[src/rtl/adcsq_params.svh]
/*
  Constants of the converter sequencer and digital comparator block:
  sizes, register offsets, field positions and reset values.
  Assumes it is included by bare name from files that need the numbers.
*/
`ifndef ADCSQ_PARAMS_SVH
`define ADCSQ_PARAMS_SVH

// Sizes
`define ADCSQ_NSEQ 4
`define ADCSQ_NSTEP 8
`define ADCSQ_CAP0 4'h8
`define ADCSQ_CAP1 4'h4
`define ADCSQ_CAP2 4'h4
`define ADCSQ_CAP3 4'h1
`define ADCSQ_TEMP_SEL 4'h8
`define ADCSQ_AVG_MAX 3'h6

// Global register byte offsets
`define ADCSQ_OFF_ENABLE 8'h00
`define ADCSQ_OFF_PROCTRIG 8'h04
`define ADCSQ_OFF_AVG 8'h08
`define ADCSQ_OFF_IRQMASK 8'h0C
`define ADCSQ_OFF_IRQRAW 8'h10
`define ADCSQ_OFF_IRQMSK 8'h14
`define ADCSQ_OFF_OVF 8'h18
`define ADCSQ_OFF_UNF 8'h1C
`define ADCSQ_OFF_CMPSTS 8'h20
`define ADCSQ_OFF_CMPRST 8'h24

// Windows: addr[7:6] picks window, addr[5:4] unit, addr[3:2] register
`define ADCSQ_WIN_SEQ 2'h1
`define ADCSQ_WIN_CMP 2'h2
`define ADCSQ_SEQ_STEPCH 2'h0
`define ADCSQ_SEQ_CTL 2'h1
`define ADCSQ_SEQ_CFG 2'h2
`define ADCSQ_SEQ_FIFO 2'h3
`define ADCSQ_CMP_CFG 2'h0
`define ADCSQ_CMP_REF 2'h1

// Field positions
`define ADCSQ_CTL_IRQ_LSB 2'h1
`define ADCSQ_CTL_CMP_LSB 2'h2
`define ADCSQ_CFG_PRI_LSB 4
`define ADCSQ_CMP_IRQ_LSB 8
`define ADCSQ_REF_HIGH_LSB 16
`define ADCSQ_CMPRST_IRQ_LSB 8

// Reset values
`define ADCSQ_RST_ZERO32 32'h0000_0000
`define ADCSQ_RST_CTL 24'h00_0000
`define ADCSQ_RST_REF 12'h000

`endif

[src/rtl/adcsq_pkg.sv]
/*
  Types of the converter sequencer and digital comparator block.
  Assumes adcsq_params.svh supplies the numbers; this holds types only.
*/
package adcsq_pkg;

  // Comparator condition codes, shared by the fault and interrupt fields
  typedef enum logic [3:0] {
    fault_trigger_never = 4'h0,
    fault_low_band_continuous = 4'h1,
    fault_low_band_single_shot = 4'h2,
    fault_low_band_hyst_continuous = 4'h3,
    fault_low_band_hyst_single_shot = 4'h4,
    fault_mid_band_continuous = 4'h5,
    fault_mid_band_single_shot = 4'h6,
    fault_high_band_continuous = 4'h7,
    fault_high_band_single_shot = 4'h8,
    fault_high_band_hyst_continuous = 4'h9,
    fault_high_band_hyst_single_shot = 4'hA
  } adcsq_cond_e;

  // Trigger source codes
  typedef enum logic [2:0] {
    trigProcessor = 3'h0,
    trigAlways = 3'h1,
    trigExt0 = 3'h2,
    trigExt1 = 3'h3,
    trigExt2 = 3'h4,
    trigExt3 = 3'h5
  } adcsq_trig_e;

  typedef enum logic [1:0] {bandNone, bandLow, bandMid, bandHigh} adcsq_band_e;

  typedef enum logic [1:0] {stIdle, stStart, stWait, stStore} adcsq_state_e;

  typedef struct packed {
    logic [1:0] pri;
    adcsq_trig_e trig;
  } adcsq_seqcfg_s;

  typedef struct packed {
    adcsq_cond_e irqMode;
    adcsq_cond_e faultMode;
  } adcsq_cmpcfg_s;

  typedef struct packed {
    adcsq_band_e prev;
    logic armed;
  } adcsq_hist_s;

endpackage

[src/rtl/adcsq_top.sv]
/*
  Sample sequencer control with per-sequence result FIFOs, hardware
  averaging, sequence interrupts and one digital comparator per sequence.
  Assumes a converter core on clk_sys that answers convStart with one
  convDone pulse and valid convData, at least one cycle later, and
  external trigger pins that are asynchronous to clk_sys.
*/
// Local design decisions: the placing of the registers and the plain strobed port.
// Summary of operation
// Four sequencers of eight, four, four, one steps
// Step selects any input or temperature sensor
// Highest priority triggered sequencer converts first
// Each sequencer has its own trigger source
// Software trigger starts processor-triggered sequencers
// Disabled sequencer ignores triggers, captures nothing
// FIFO overflow and underflow flags, cleared separately
// Averaging 2x to 64x for all sequencers
// Sequence interrupt with mask, raw, masked, clear
// Comparator config has separate fault, interrupt fields
// Fault field has a never setting
// Continuous modes fire on every in-band result
// Single-shot modes fire on entering the band
// Hysteresis needs opposite band since last firing
// Interrupt field uses same conditions, independently
// Comparator status bit-mapped, write mask clears
// Low at or below low, mid up to high
// Software resets trigger and interrupt history separately
// Averaging factor zero means single conversion
// FIFO depth equals step capacity, in order
// Interrupt-marked step sets raw status regardless
`timescale 1ns/1ps
`include "adcsq_params.svh"

module adcsq_top (
  input wire logic clk_sys,
  input wire logic rst_n,
  input wire logic [7:0] regAddr,
  input wire logic [31:0] regWdata,
  input wire logic regWr,
  input wire logic regRd,
  output logic [31:0] regRdata,
  input wire logic [3:0] extTrig,
  output logic convStart,
  output logic [3:0] convChannel,
  input wire logic convDone,
  input wire logic [11:0] convData,
  output logic [3:0] seqIrq,
  output logic [3:0] pwmFault,
  output logic cmpIrq
);

  localparam logic [3:0] SEQ_CAP [`ADCSQ_NSEQ] = '{`ADCSQ_CAP0, `ADCSQ_CAP1, `ADCSQ_CAP2,
                                                   `ADCSQ_CAP3};
  localparam adcsq_pkg::adcsq_hist_s HIST_RST = '{prev: adcsq_pkg::bandNone, armed: 1'b1};

  // Condition test shared by the fault and interrupt fields
  function automatic logic condHit(input adcsq_pkg::adcsq_cond_e m,
                                   input adcsq_pkg::adcsq_band_e b,
                                   input adcsq_pkg::adcsq_hist_s h);
    logic moved;
    logic hit;
    moved = (b != h.prev);
    case (m)
      adcsq_pkg::fault_low_band_continuous: hit = (b == adcsq_pkg::bandLow);
      adcsq_pkg::fault_low_band_single_shot: hit = (b == adcsq_pkg::bandLow) && moved;
      adcsq_pkg::fault_low_band_hyst_continuous: hit = (b == adcsq_pkg::bandLow) && h.armed;
      adcsq_pkg::fault_low_band_hyst_single_shot: hit = (b == adcsq_pkg::bandLow) && moved
                                                        && h.armed;
      adcsq_pkg::fault_mid_band_continuous: hit = (b == adcsq_pkg::bandMid);
      adcsq_pkg::fault_mid_band_single_shot: hit = (b == adcsq_pkg::bandMid) && moved;
      adcsq_pkg::fault_high_band_continuous: hit = (b == adcsq_pkg::bandHigh);
      adcsq_pkg::fault_high_band_single_shot: hit = (b == adcsq_pkg::bandHigh) && moved;
      adcsq_pkg::fault_high_band_hyst_continuous: hit = (b == adcsq_pkg::bandHigh) && h.armed;
      adcsq_pkg::fault_high_band_hyst_single_shot: hit = (b == adcsq_pkg::bandHigh) && moved
                                                         && h.armed;
      default: hit = 1'b0; // Never setting and unused codes
    endcase
    return hit;
  endfunction

  // History after a compared result: band remembered, hysteresis disarmed on a hit, re-armed by the opposite band
  function automatic adcsq_pkg::adcsq_hist_s histNext(input adcsq_pkg::adcsq_hist_s h,
                                                      input adcsq_pkg::adcsq_cond_e m,
                                                      input adcsq_pkg::adcsq_band_e b,
                                                      input logic hit);
    adcsq_pkg::adcsq_hist_s n;
    logic lowHyst;
    logic highHyst;
    lowHyst = (m == adcsq_pkg::fault_low_band_hyst_continuous) ||
              (m == adcsq_pkg::fault_low_band_hyst_single_shot);
    highHyst = (m == adcsq_pkg::fault_high_band_hyst_continuous) ||
               (m == adcsq_pkg::fault_high_band_hyst_single_shot);
    n.prev = b;
    n.armed = hit ? 1'b0 : (h.armed || (lowHyst && b == adcsq_pkg::bandHigh) ||
                            (highHyst && b == adcsq_pkg::bandLow));
    return n;
  endfunction

  // Software-visible state
  logic [3:0] seqEn_r;
  logic [2:0] avgFactor_r;
  logic [3:0] irqMask_r;
  logic [3:0] irqRaw_r;
  logic [3:0] ovf_r;
  logic [3:0] unf_r;
  logic [3:0] cmpSts_r;
  logic [3:0] pend_r;
  logic [31:0] stepCh_r [`ADCSQ_NSEQ];
  logic [23:0] stepCtl_r [`ADCSQ_NSEQ];
  adcsq_pkg::adcsq_seqcfg_s seqCfg_r [`ADCSQ_NSEQ];
  adcsq_pkg::adcsq_cmpcfg_s cmpCfg_r [`ADCSQ_NSEQ];
  logic [11:0] lowRef_r [`ADCSQ_NSEQ];
  logic [11:0] highRef_r [`ADCSQ_NSEQ];
  adcsq_pkg::adcsq_hist_s faultHist_r [`ADCSQ_NSEQ];
  adcsq_pkg::adcsq_hist_s irqHist_r [`ADCSQ_NSEQ];
  logic [11:0] fifoMem_r [`ADCSQ_NSEQ][`ADCSQ_NSTEP];
  logic [2:0] wrPtr_r [`ADCSQ_NSEQ];
  logic [2:0] rdPtr_r [`ADCSQ_NSEQ];
  logic [3:0] count_r [`ADCSQ_NSEQ];
  // Engine and output state
  adcsq_pkg::adcsq_state_e state_r;
  logic [1:0] curSeq_r;
  logic [2:0] curStep_r;
  logic [6:0] avgCnt_r;
  logic [17:0] acc_r;
  logic convStart_r;
  logic [3:0] convChannel_r;
  logic [31:0] rdata_r;
  logic [3:0] seqIrq_r;
  logic [3:0] pwmFault_r;
  logic cmpIrq_r;
  logic [3:0] trigMeta_r;
  logic [3:0] trigSync_r;
  logic [3:0] trigLast_r;
  // Next values of the per-sequence flags
  logic [3:0] irqRaw_nxt;
  logic [3:0] ovf_nxt;
  logic [3:0] unf_nxt;
  logic [3:0] cmpSts_nxt;
  logic [3:0] pend_nxt;
  logic [3:0] pwmFault_nxt;

  // Address decode
  wire logic glbWin = (regAddr[7:6] == 2'h0);
  wire logic seqWin = (regAddr[7:6] == `ADCSQ_WIN_SEQ);
  wire logic cmpWin = (regAddr[7:6] == `ADCSQ_WIN_CMP);
  wire logic [1:0] unitSel = regAddr[5:4];
  wire logic [1:0] unitReg = regAddr[3:2];
  wire logic glbWr = regWr && glbWin;
  wire logic [3:0] procTrig = (glbWr && regAddr == `ADCSQ_OFF_PROCTRIG) ? regWdata[3:0] : 4'h0;
  wire logic [3:0] rawClr = (glbWr && regAddr == `ADCSQ_OFF_IRQRAW) ? regWdata[3:0] : 4'h0;
  wire logic [3:0] ovfClr = (glbWr && regAddr == `ADCSQ_OFF_OVF) ? regWdata[3:0] : 4'h0;
  wire logic [3:0] unfClr = (glbWr && regAddr == `ADCSQ_OFF_UNF) ? regWdata[3:0] : 4'h0;
  wire logic [3:0] cmpClr = (glbWr && regAddr == `ADCSQ_OFF_CMPSTS) ? regWdata[3:0] : 4'h0;
  wire logic cmpRstWr = glbWr && regAddr == `ADCSQ_OFF_CMPRST;
  wire logic [3:0] faultHistClr = cmpRstWr ? regWdata[3:0] : 4'h0;
  wire logic [3:0] irqHistClr = cmpRstWr ?
                                regWdata[`ADCSQ_CMPRST_IRQ_LSB +: 4] : 4'h0;

  // Trigger pins: two-stage synchroniser, then rising-edge detect on stage two
  wire logic [3:0] extRise = trigSync_r & ~trigLast_r;

  // Arbitration: lowest priority value wins, lower index breaks ties
  logic [3:0] live;
  logic anyReq;
  logic [1:0] grantSeq;
  logic [1:0] bestPri;
  always_comb begin
    anyReq = 1'b0;
    grantSeq = 2'h0;
    bestPri = 2'h3;
    live = pend_r & seqEn_r;
    for (int i = 0; i < `ADCSQ_NSEQ; i++) begin
      if (live[i] && (!anyReq || seqCfg_r[i].pri < bestPri)) begin
        anyReq = 1'b1;
        bestPri = seqCfg_r[i].pri;
        grantSeq = 2'(i);
      end
    end
  end
  wire logic grantNow = (state_r == adcsq_pkg::stIdle) && anyReq;

  // Current step: channel, end, interrupt and compare marks
  wire logic [23:0] curCtl = stepCtl_r[curSeq_r];
  wire logic [3:0] curCh = stepCh_r[curSeq_r][{curStep_r, 2'h0} +: 4];
  wire logic [3:0] chSel = (curCh > `ADCSQ_TEMP_SEL) ? `ADCSQ_TEMP_SEL : curCh;
  wire logic stepEnd = curCtl[{2'h0, curStep_r}];
  wire logic stepIrq = curCtl[{`ADCSQ_CTL_IRQ_LSB, curStep_r}];
  wire logic stepCmp = curCtl[{`ADCSQ_CTL_CMP_LSB, curStep_r}];
  wire logic lastStep = stepEnd || ({1'b0, curStep_r} == SEQ_CAP[curSeq_r] - 4'h1);
  wire logic storeEv = (state_r == adcsq_pkg::stStore) && seqEn_r[curSeq_r];

  // Averaging: factor 0 is one sample, 1..6 are 2x..64x, larger clamps to 64x
  wire logic [2:0] avgEff = (avgFactor_r > `ADCSQ_AVG_MAX) ? `ADCSQ_AVG_MAX : avgFactor_r;
  wire logic [6:0] avgLast = (7'h1 << avgEff) - 7'h1;
  wire logic [17:0] accShift = acc_r >> avgEff;
  wire logic [11:0] resVal = accShift[11:0];

  // Conversion engine: start, wait, accumulate, store, next step
  always_ff @(posedge clk_sys or negedge rst_n) begin
    if (!rst_n) begin
      state_r <= adcsq_pkg::stIdle;
      curSeq_r <= 2'h0;
      curStep_r <= 3'h0;
      avgCnt_r <= 7'h00;
      acc_r <= 18'h0_0000;
      convStart_r <= 1'b0;
      convChannel_r <= 4'h0;
    end else begin
      unique case (state_r)
        adcsq_pkg::stIdle: begin
          if (anyReq) begin
            state_r <= adcsq_pkg::stStart;
            curSeq_r <= grantSeq;
            curStep_r <= 3'h0;
            acc_r <= 18'h0_0000;
            avgCnt_r <= 7'h00;
          end
        end
        adcsq_pkg::stStart: begin
          convStart_r <= 1'b1;
          convChannel_r <= chSel;
          state_r <= adcsq_pkg::stWait;
        end
        adcsq_pkg::stWait: begin
          convStart_r <= 1'b0;
          if (convDone) begin
            acc_r <= acc_r + {6'h00, convData};
            if (avgCnt_r == avgLast) begin
              state_r <= adcsq_pkg::stStore;
            end else begin
              avgCnt_r <= avgCnt_r + 7'h01;
              state_r <= adcsq_pkg::stStart;
            end
          end
        end
        adcsq_pkg::stStore: begin
          acc_r <= 18'h0_0000;
          avgCnt_r <= 7'h00;
          if (lastStep || !seqEn_r[curSeq_r]) begin
            state_r <= adcsq_pkg::stIdle;
          end else begin
            curStep_r <= curStep_r + 3'h1;
            state_r <= adcsq_pkg::stStart;
          end
        end
      endcase
    end
  end

  // Per sequencer: configuration, FIFO, comparator and flag next values
  for (genvar i = 0; i < `ADCSQ_NSEQ; i++) begin : g_seq
    wire logic wrHere = regWr && seqWin && unitSel == 2'(i);
    wire logic wrCmp = regWr && cmpWin && unitSel == 2'(i);
    wire logic popReq = regRd && seqWin && unitSel == 2'(i) && unitReg == `ADCSQ_SEQ_FIFO;
    wire logic hereStore = storeEv && curSeq_r == 2'(i);
    wire logic full = (count_r[i] == SEQ_CAP[i]);
    wire logic empty = (count_r[i] == 4'h0);
    wire logic doPush = hereStore && !stepCmp && !full;
    wire logic doPop = popReq && !empty;
    wire logic cmpEv = hereStore && stepCmp;
    wire logic [2:0] ptrLast = 3'(SEQ_CAP[i] - 4'h1);
    wire adcsq_pkg::adcsq_band_e band = (resVal <= lowRef_r[i]) ? adcsq_pkg::bandLow :
                                        (resVal <= highRef_r[i]) ? adcsq_pkg::bandMid :
                                        adcsq_pkg::bandHigh;
    wire logic faultHit = condHit(cmpCfg_r[i].faultMode, band, faultHist_r[i]);
    wire logic irqHit = condHit(cmpCfg_r[i].irqMode, band, irqHist_r[i]);
    wire adcsq_pkg::adcsq_trig_e trigSrc = seqCfg_r[i].trig;
    wire logic trigEv = (trigSrc == adcsq_pkg::trigProcessor) ? procTrig[i] :
                        (trigSrc == adcsq_pkg::trigAlways) ? 1'b1 :
                        (trigSrc == adcsq_pkg::trigExt0) ? extRise[0] :
                        (trigSrc == adcsq_pkg::trigExt1) ? extRise[1] :
                        (trigSrc == adcsq_pkg::trigExt2) ? extRise[2] :
                        (trigSrc == adcsq_pkg::trigExt3) ? extRise[3] : 1'b0;

    // Flags: a setting event wins over a clear in the same cycle
    assign pend_nxt[i] = seqEn_r[i] && (trigEv || (pend_r[i] &&
                         !(grantNow && grantSeq == 2'(i))));
    assign ovf_nxt[i] = (hereStore && !stepCmp && full) || (ovf_r[i] && !ovfClr[i]);
    assign unf_nxt[i] = (popReq && empty) || (unf_r[i] && !unfClr[i]);
    assign irqRaw_nxt[i] = (hereStore && stepIrq) || (irqRaw_r[i] && !rawClr[i]);
    assign cmpSts_nxt[i] = (cmpEv && irqHit) || (cmpSts_r[i] && !cmpClr[i]);
    assign pwmFault_nxt[i] = cmpEv && faultHit;

    // Step, control and comparator configuration registers
    always_ff @(posedge clk_sys or negedge rst_n) begin
      if (!rst_n) begin
        stepCh_r[i] <= `ADCSQ_RST_ZERO32;
        stepCtl_r[i] <= `ADCSQ_RST_CTL;
        seqCfg_r[i] <= '{pri: 2'(i), trig: adcsq_pkg::trigProcessor};
        cmpCfg_r[i] <= '{irqMode: adcsq_pkg::fault_trigger_never,
                         faultMode: adcsq_pkg::fault_trigger_never};
        lowRef_r[i] <= `ADCSQ_RST_REF;
        highRef_r[i] <= `ADCSQ_RST_REF;
      end else begin
        if (wrHere && unitReg == `ADCSQ_SEQ_STEPCH) stepCh_r[i] <= regWdata;
        if (wrHere && unitReg == `ADCSQ_SEQ_CTL) stepCtl_r[i] <= regWdata[23:0];
        if (wrHere && unitReg == `ADCSQ_SEQ_CFG) begin
          seqCfg_r[i] <= '{pri: regWdata[`ADCSQ_CFG_PRI_LSB +: 2],
                           trig: adcsq_pkg::adcsq_trig_e'(regWdata[2:0])};
        end
        if (wrCmp && unitReg == `ADCSQ_CMP_CFG) begin
          cmpCfg_r[i] <= '{irqMode: adcsq_pkg::adcsq_cond_e'(regWdata[`ADCSQ_CMP_IRQ_LSB +: 4]),
                           faultMode: adcsq_pkg::adcsq_cond_e'(regWdata[3:0])};
        end
        if (wrCmp && unitReg == `ADCSQ_CMP_REF) begin
          lowRef_r[i] <= regWdata[11:0];
          highRef_r[i] <= regWdata[`ADCSQ_REF_HIGH_LSB +: 12];
        end
      end
    end

    // Result FIFO, depth equal to the step capacity, oldest first
    always_ff @(posedge clk_sys or negedge rst_n) begin
      if (!rst_n) begin
        wrPtr_r[i] <= 3'h0;
        rdPtr_r[i] <= 3'h0;
        count_r[i] <= 4'h0;
      end else begin
        if (doPush) begin
          fifoMem_r[i][wrPtr_r[i]] <= resVal;
          wrPtr_r[i] <= (wrPtr_r[i] == ptrLast) ? 3'h0 : wrPtr_r[i] + 3'h1;
        end
        if (doPop) rdPtr_r[i] <= (rdPtr_r[i] == ptrLast) ? 3'h0 : rdPtr_r[i] + 3'h1;
        count_r[i] <= count_r[i] + {3'h0, doPush} - {3'h0, doPop};
      end
    end

    // Comparator history; a software reset overrides a result in the same cycle
    always_ff @(posedge clk_sys or negedge rst_n) begin
      if (!rst_n) begin
        faultHist_r[i] <= HIST_RST;
        irqHist_r[i] <= HIST_RST;
      end else begin
        if (faultHistClr[i]) faultHist_r[i] <= HIST_RST;
        else if (cmpEv) faultHist_r[i] <= histNext(faultHist_r[i], cmpCfg_r[i].faultMode,
                                                   band, faultHit);
        if (irqHistClr[i]) irqHist_r[i] <= HIST_RST;
        else if (cmpEv) irqHist_r[i] <= histNext(irqHist_r[i], cmpCfg_r[i].irqMode,
                                                 band, irqHit);
      end
    end
  end

  // Read data selection
  wire logic [31:0] glbRd =
    (regAddr == `ADCSQ_OFF_ENABLE) ? {28'h0, seqEn_r} :
    (regAddr == `ADCSQ_OFF_AVG) ? {29'h0, avgFactor_r} :
    (regAddr == `ADCSQ_OFF_IRQMASK) ? {28'h0, irqMask_r} :
    (regAddr == `ADCSQ_OFF_IRQRAW) ? {28'h0, irqRaw_r} :
    (regAddr == `ADCSQ_OFF_IRQMSK) ? {28'h0, irqRaw_r & irqMask_r} :
    (regAddr == `ADCSQ_OFF_OVF) ? {28'h0, ovf_r} :
    (regAddr == `ADCSQ_OFF_UNF) ? {28'h0, unf_r} :
    (regAddr == `ADCSQ_OFF_CMPSTS) ? {28'h0, cmpSts_r} : 32'h0;
  wire logic [11:0] fifoHead = (count_r[unitSel] == 4'h0) ? 12'h000 :
                               fifoMem_r[unitSel][rdPtr_r[unitSel]];
  wire logic [31:0] seqRd =
    (unitReg == `ADCSQ_SEQ_STEPCH) ? stepCh_r[unitSel] :
    (unitReg == `ADCSQ_SEQ_CTL) ? {8'h00, stepCtl_r[unitSel]} :
    (unitReg == `ADCSQ_SEQ_CFG) ? {12'h000, count_r[unitSel], 10'h000,
                                   seqCfg_r[unitSel].pri, 1'b0, seqCfg_r[unitSel].trig} :
    {20'h0_0000, fifoHead};
  wire logic [31:0] cmpRd =
    (unitReg == `ADCSQ_CMP_CFG) ? {20'h0_0000, cmpCfg_r[unitSel].irqMode, 4'h0,
                                   cmpCfg_r[unitSel].faultMode} :
    (unitReg == `ADCSQ_CMP_REF) ? {4'h0, highRef_r[unitSel], 4'h0, lowRef_r[unitSel]} :
    32'h0;
  wire logic [31:0] rdSel = glbWin ? glbRd : seqWin ? seqRd : cmpWin ? cmpRd : 32'h0;

  // Global control registers
  always_ff @(posedge clk_sys or negedge rst_n) begin
    if (!rst_n) begin
      seqEn_r <= 4'h0;
      avgFactor_r <= 3'h0;
      irqMask_r <= 4'h0;
    end else begin
      if (glbWr && regAddr == `ADCSQ_OFF_ENABLE) seqEn_r <= regWdata[3:0];
      if (glbWr && regAddr == `ADCSQ_OFF_AVG) avgFactor_r <= regWdata[2:0];
      if (glbWr && regAddr == `ADCSQ_OFF_IRQMASK) irqMask_r <= regWdata[3:0];
    end
  end

  // Flags, read data, synchroniser and registered outputs
  always_ff @(posedge clk_sys or negedge rst_n) begin
    if (!rst_n) begin
      pend_r <= 4'h0;
      ovf_r <= 4'h0;
      unf_r <= 4'h0;
      irqRaw_r <= 4'h0;
      cmpSts_r <= 4'h0;
      pwmFault_r <= 4'h0;
      seqIrq_r <= 4'h0;
      cmpIrq_r <= 1'b0;
      rdata_r <= `ADCSQ_RST_ZERO32;
      trigMeta_r <= 4'h0;
      trigSync_r <= 4'h0;
      trigLast_r <= 4'h0;
    end else begin
      pend_r <= pend_nxt;
      ovf_r <= ovf_nxt;
      unf_r <= unf_nxt;
      irqRaw_r <= irqRaw_nxt;
      cmpSts_r <= cmpSts_nxt;
      pwmFault_r <= pwmFault_nxt;
      seqIrq_r <= irqRaw_r & irqMask_r;
      cmpIrq_r <= |cmpSts_r;
      rdata_r <= regRd ? rdSel : 32'h0;
      trigMeta_r <= extTrig;
      trigSync_r <= trigMeta_r;
      trigLast_r <= trigSync_r;
    end
  end

  assign regRdata = rdata_r;
  assign convStart = convStart_r;
  assign convChannel = convChannel_r;
  assign seqIrq = seqIrq_r;
  assign pwmFault = pwmFault_r;
  assign cmpIrq = cmpIrq_r;

endmodule

[config.mk]
export PLATFORM = sky130hd
export DESIGN_NAME = adcsq_top
export DESIGN_NICKNAME = d
export VERILOG_FILES = /design/src/rtl/adcsq_pkg.sv /design/src/rtl/adcsq_top.sv
export VERILOG_INCLUDE_DIRS = /design/src /design/src/rtl
export SDC_FILE = /design/constraint.sdc
export NUM_CORES = 2
export LEC_CHECK = 0
export BUFFER_PORTS_ARGS = -buffer_cell sky130_fd_sc_hd__clkbuf_2
export CORE_ASPECT_RATIO = 1.25
export CORE_MARGIN = 3
export CORE_UTILIZATION = 55
export CTS_CLUSTER_DIAMETER = 120
export CTS_CLUSTER_SIZE = 12
export DETAILED_ROUTE_END_ITERATION = 7
export GPL_TIMING_DRIVEN = 0
export PLACE_DENSITY = 0.72
export SETUP_SLACK_MARGIN = 0.05
export SLEW_MARGIN = 20
export SYNTH_ARGS = -nofsm -noshare
export SYNTH_HDL_FRONTEND = slang
export SYNTH_SLANG_ARGS = --single-unit
[constraint.sdc]
create_clock -name clk_sys -period 17.9 [get_ports clk_sys]
set_clock_uncertainty 0.05 [all_clocks]
set_input_delay 3.58 -clock clk_sys [delete_from_list [all_inputs] [get_ports clk_sys]]
set_output_delay 3.58 -clock clk_sys [all_outputs]
set_load 0.01 [all_outputs]
==> impl_metrics.ini <==
[run_status]
outcome = finished clean

[critical_path]
worstSetupEndpointType = register
worstPathMaxFanout = 10
cp-start-kind = primary input
r2r_start = avgFactor_r[1]$_DFFE_PN0P_
critical_path_required_ns = 18.34
crit_type = in -> reg
worstPathArrival_ns = 8.28
critPathLaunch = regAddr[5]

[clock_network]
cts.repair.resized = 0
htreeDepth = 3
cts_setup_buffers = 0
clk_latency_ns = 0.68
cts-root-buf = clkbuf_16
cts_tree = done
cts_sinks = 941
cts_buffers = 88
ctsHoldBuffers = 0
path_clk_slew_ns = 0.06
cts_buffer_depth = 3

[sta]
fin_crit_ns = 7.847
hold_viol = 0
hold_ws_ns = 0.2982
grt_setup_unrepaired = no
fin_crit_sh_pct = 43.84
fin_setup_tns_ns = 0
max_freq_mhz = 127.4
relSlewSlack_pct = 13.31
setup_ws_ns = 10.05
final-max-slew-violation-count = 0
setup-violations-final = 0
worstMarginPinSlew_ns = 1.287

[global_route]
antenna_found_initial = 7
grt_pass1_vias = 32420
grt_overflow = 0
grt_max_degree = 93
grt_first_pass_wirelength_um = 214200
track_usage_pct = 32.92

[logic_synthesis]
synth-simple-area-share_pct = 7.741
post_synth_num_cell_types = 80
avgSynthCellArea_um2 = 13.39
synth_adder_area_share_pct = 4.284
synthDominantCellAreaShare_pct = 28.83
ys_ff_latch = 941
synth_compound_gate_area_share_pct = 7.884
synth_top_family_by_area = multiplexers
muxShareOfSynthArea_pct = 22.38
synth-xor-area-share_pct = 0.5184
synth-async-reset-ratio_pct = 59.19
syn_area_um2 = 47310
ys_top_cells_by_area = dfrtp_1, edfxtp_1, mux4_2
ys_seq_area_share_pct = 53.87
ys.flop_type = dfrtp_1
syn_nets = 3753
synth_top_area_cell = dfrtp_1
synth-edff-count = 384
synth_cells = 3533
yosys_warnings = 0

[placed_design]
dpl.hpwl_um = 104700
dpl_cell_area_um2 = 49700
portBuffers = 98
place_congestion = 1.003
pre_cts_slack_ns = 9.467
dp.cells = 4742

[cells_and_area]
layout_common_cells = dfrtp_1, edfxtp_1, mux2_2
final_common_cell = dfrtp_1
layoutNonFillerInstCount = 4885
final_area_um2 = 52250
final_util_pct = 61.67
drive_above_1_share_pct = 24.84
area_growth_pct = 10.44
fin_nets = 3963

[worst_hold_path]
hp-start = trigMeta_r[2]$_DFF_PN0_
min_path_type = reg -> reg

[power_and_ir_drop]
power.density_nw_per_um2 = 110.1
max-vdd-ir-drop_uv = 81.42
power_leakage_nw = 21.12
finalPower_mw = 5.752

[route]
drt-total-wl_um = 146300
ant_nets = 0
first_pass_iters = 6
drc = 0
routed_via_density = 6.699
wl_per_cell_um = 29.95
initialDrtViolationCount = 3215
vias = 32730

[floorplan]
die_area_um2 = 89590
die-width_um = 268.3
die_height_um = 333.9
start_util_pct = 55.84
rows = 119
fp.coreArea_um2 = 84720
io_pins = 107

[flow_run]
cap_viol_max_count = 0
## synthesized netlist by cell type, types with 14 or more instances
cell,n
a211oi_1,54
a21o_1,22
a21oi_1,145
a31oi_1,14
and2_1,16
and3_1,23
buf_1,31
buf_2,42
clkbuf_1,135
dfrtp_1,545
edfxtp_1,384
ha_1,154
inv_1,177
mux2_2,334
mux2i_1,79
mux4_2,268
nand2_1,239
nand2b_1,44
nand3_1,58
nand3b_1,19
nand4_1,25
nor2_1,145
nor2b_1,73
nor3_1,37
o211ai_1,23
o21ai_0,189
o22ai_1,19
xnor2_1,14
xor2_1,14
## registers in the layout, summed over array words and instances (netlist names), 16 cells and up
name,count
stepCh_r,128
cmpCfg_r,32
lowRef_r,48
acc_r,18
fifoMem_r,384
stepCtl_r,96
regRdata,32
highRef_r,48
count_r,16
## final cells by class
cell class	instances	area [um^2]
multi-input combinational	2198	20430
fill	6521	32470
antenna	3	7.507
clock buffer	133	2371
inverter	177	664.4
buffer	217	913.4
timing repair buffer	120	868.3
sequential	941	25480
clock inverter	7	147.6
tap	1089	1363
## layer usage
metal / global-route usage, % / part of all wire [%] / up-vias
met4: 22.00 / 8.0 / 6
met5: 0 / 0.028 / -
met2: 52.58 / 47 / 1762
li1: - / - / 13740
met3: 5.460 / 8.0 / 483
met1: 41.63 / 37 / 16740
## worst paths after layout
kind	to	slack (ns)	cells past startpoint
max	regRdata[7]$_DFF_PN0_	10.05	10
min	trigSync_r[2]$_DFF_PN0_	0.30	0
max reg2reg	irqHist_r[9]$_DFFE_PN1P_	11.17	17
min reg2reg	trigSync_r[2]$_DFF_PN0_	0.30	0
max in group asynchronous	stepCh_r[125]$_DFFE_PN0P_	13.55	3
min in group asynchronous	acc_r[4]$_DFFE_PN0P_	2.87	1
## power by group
| group | switching [mW] | total, mW | internal, mW |
|---|---|---|---|
| Clock | 0.841 | 1.76 | 0.918 |
| Sequential | 0.153 | 2.64 | 2.49 |
| Combinational | 0.820 | 1.35 | 0.534 |
## cells by family after synthesis
family,Yosys count
XOR/XNOR,28
AO/OA/AOI/OAI,594
flip-flops,941
adder cells (fa/ha/maj),159
buffers and inverters,394
AND/OR/NAND/NOR,736
multiplexers,681
## critical path, cell delays in order
cell and delay (ns):
clkbuf_2 0.19, buf_2 0.37, buf_2 0.40, buf_2 0.44, buf_2 0.50, clkbuf_1 0.70, clkbuf_1 0.85, mux4_2 0.43
o21ai_0 0.09, o21ai_0 0.66
(Power assumes the default switching activity.)
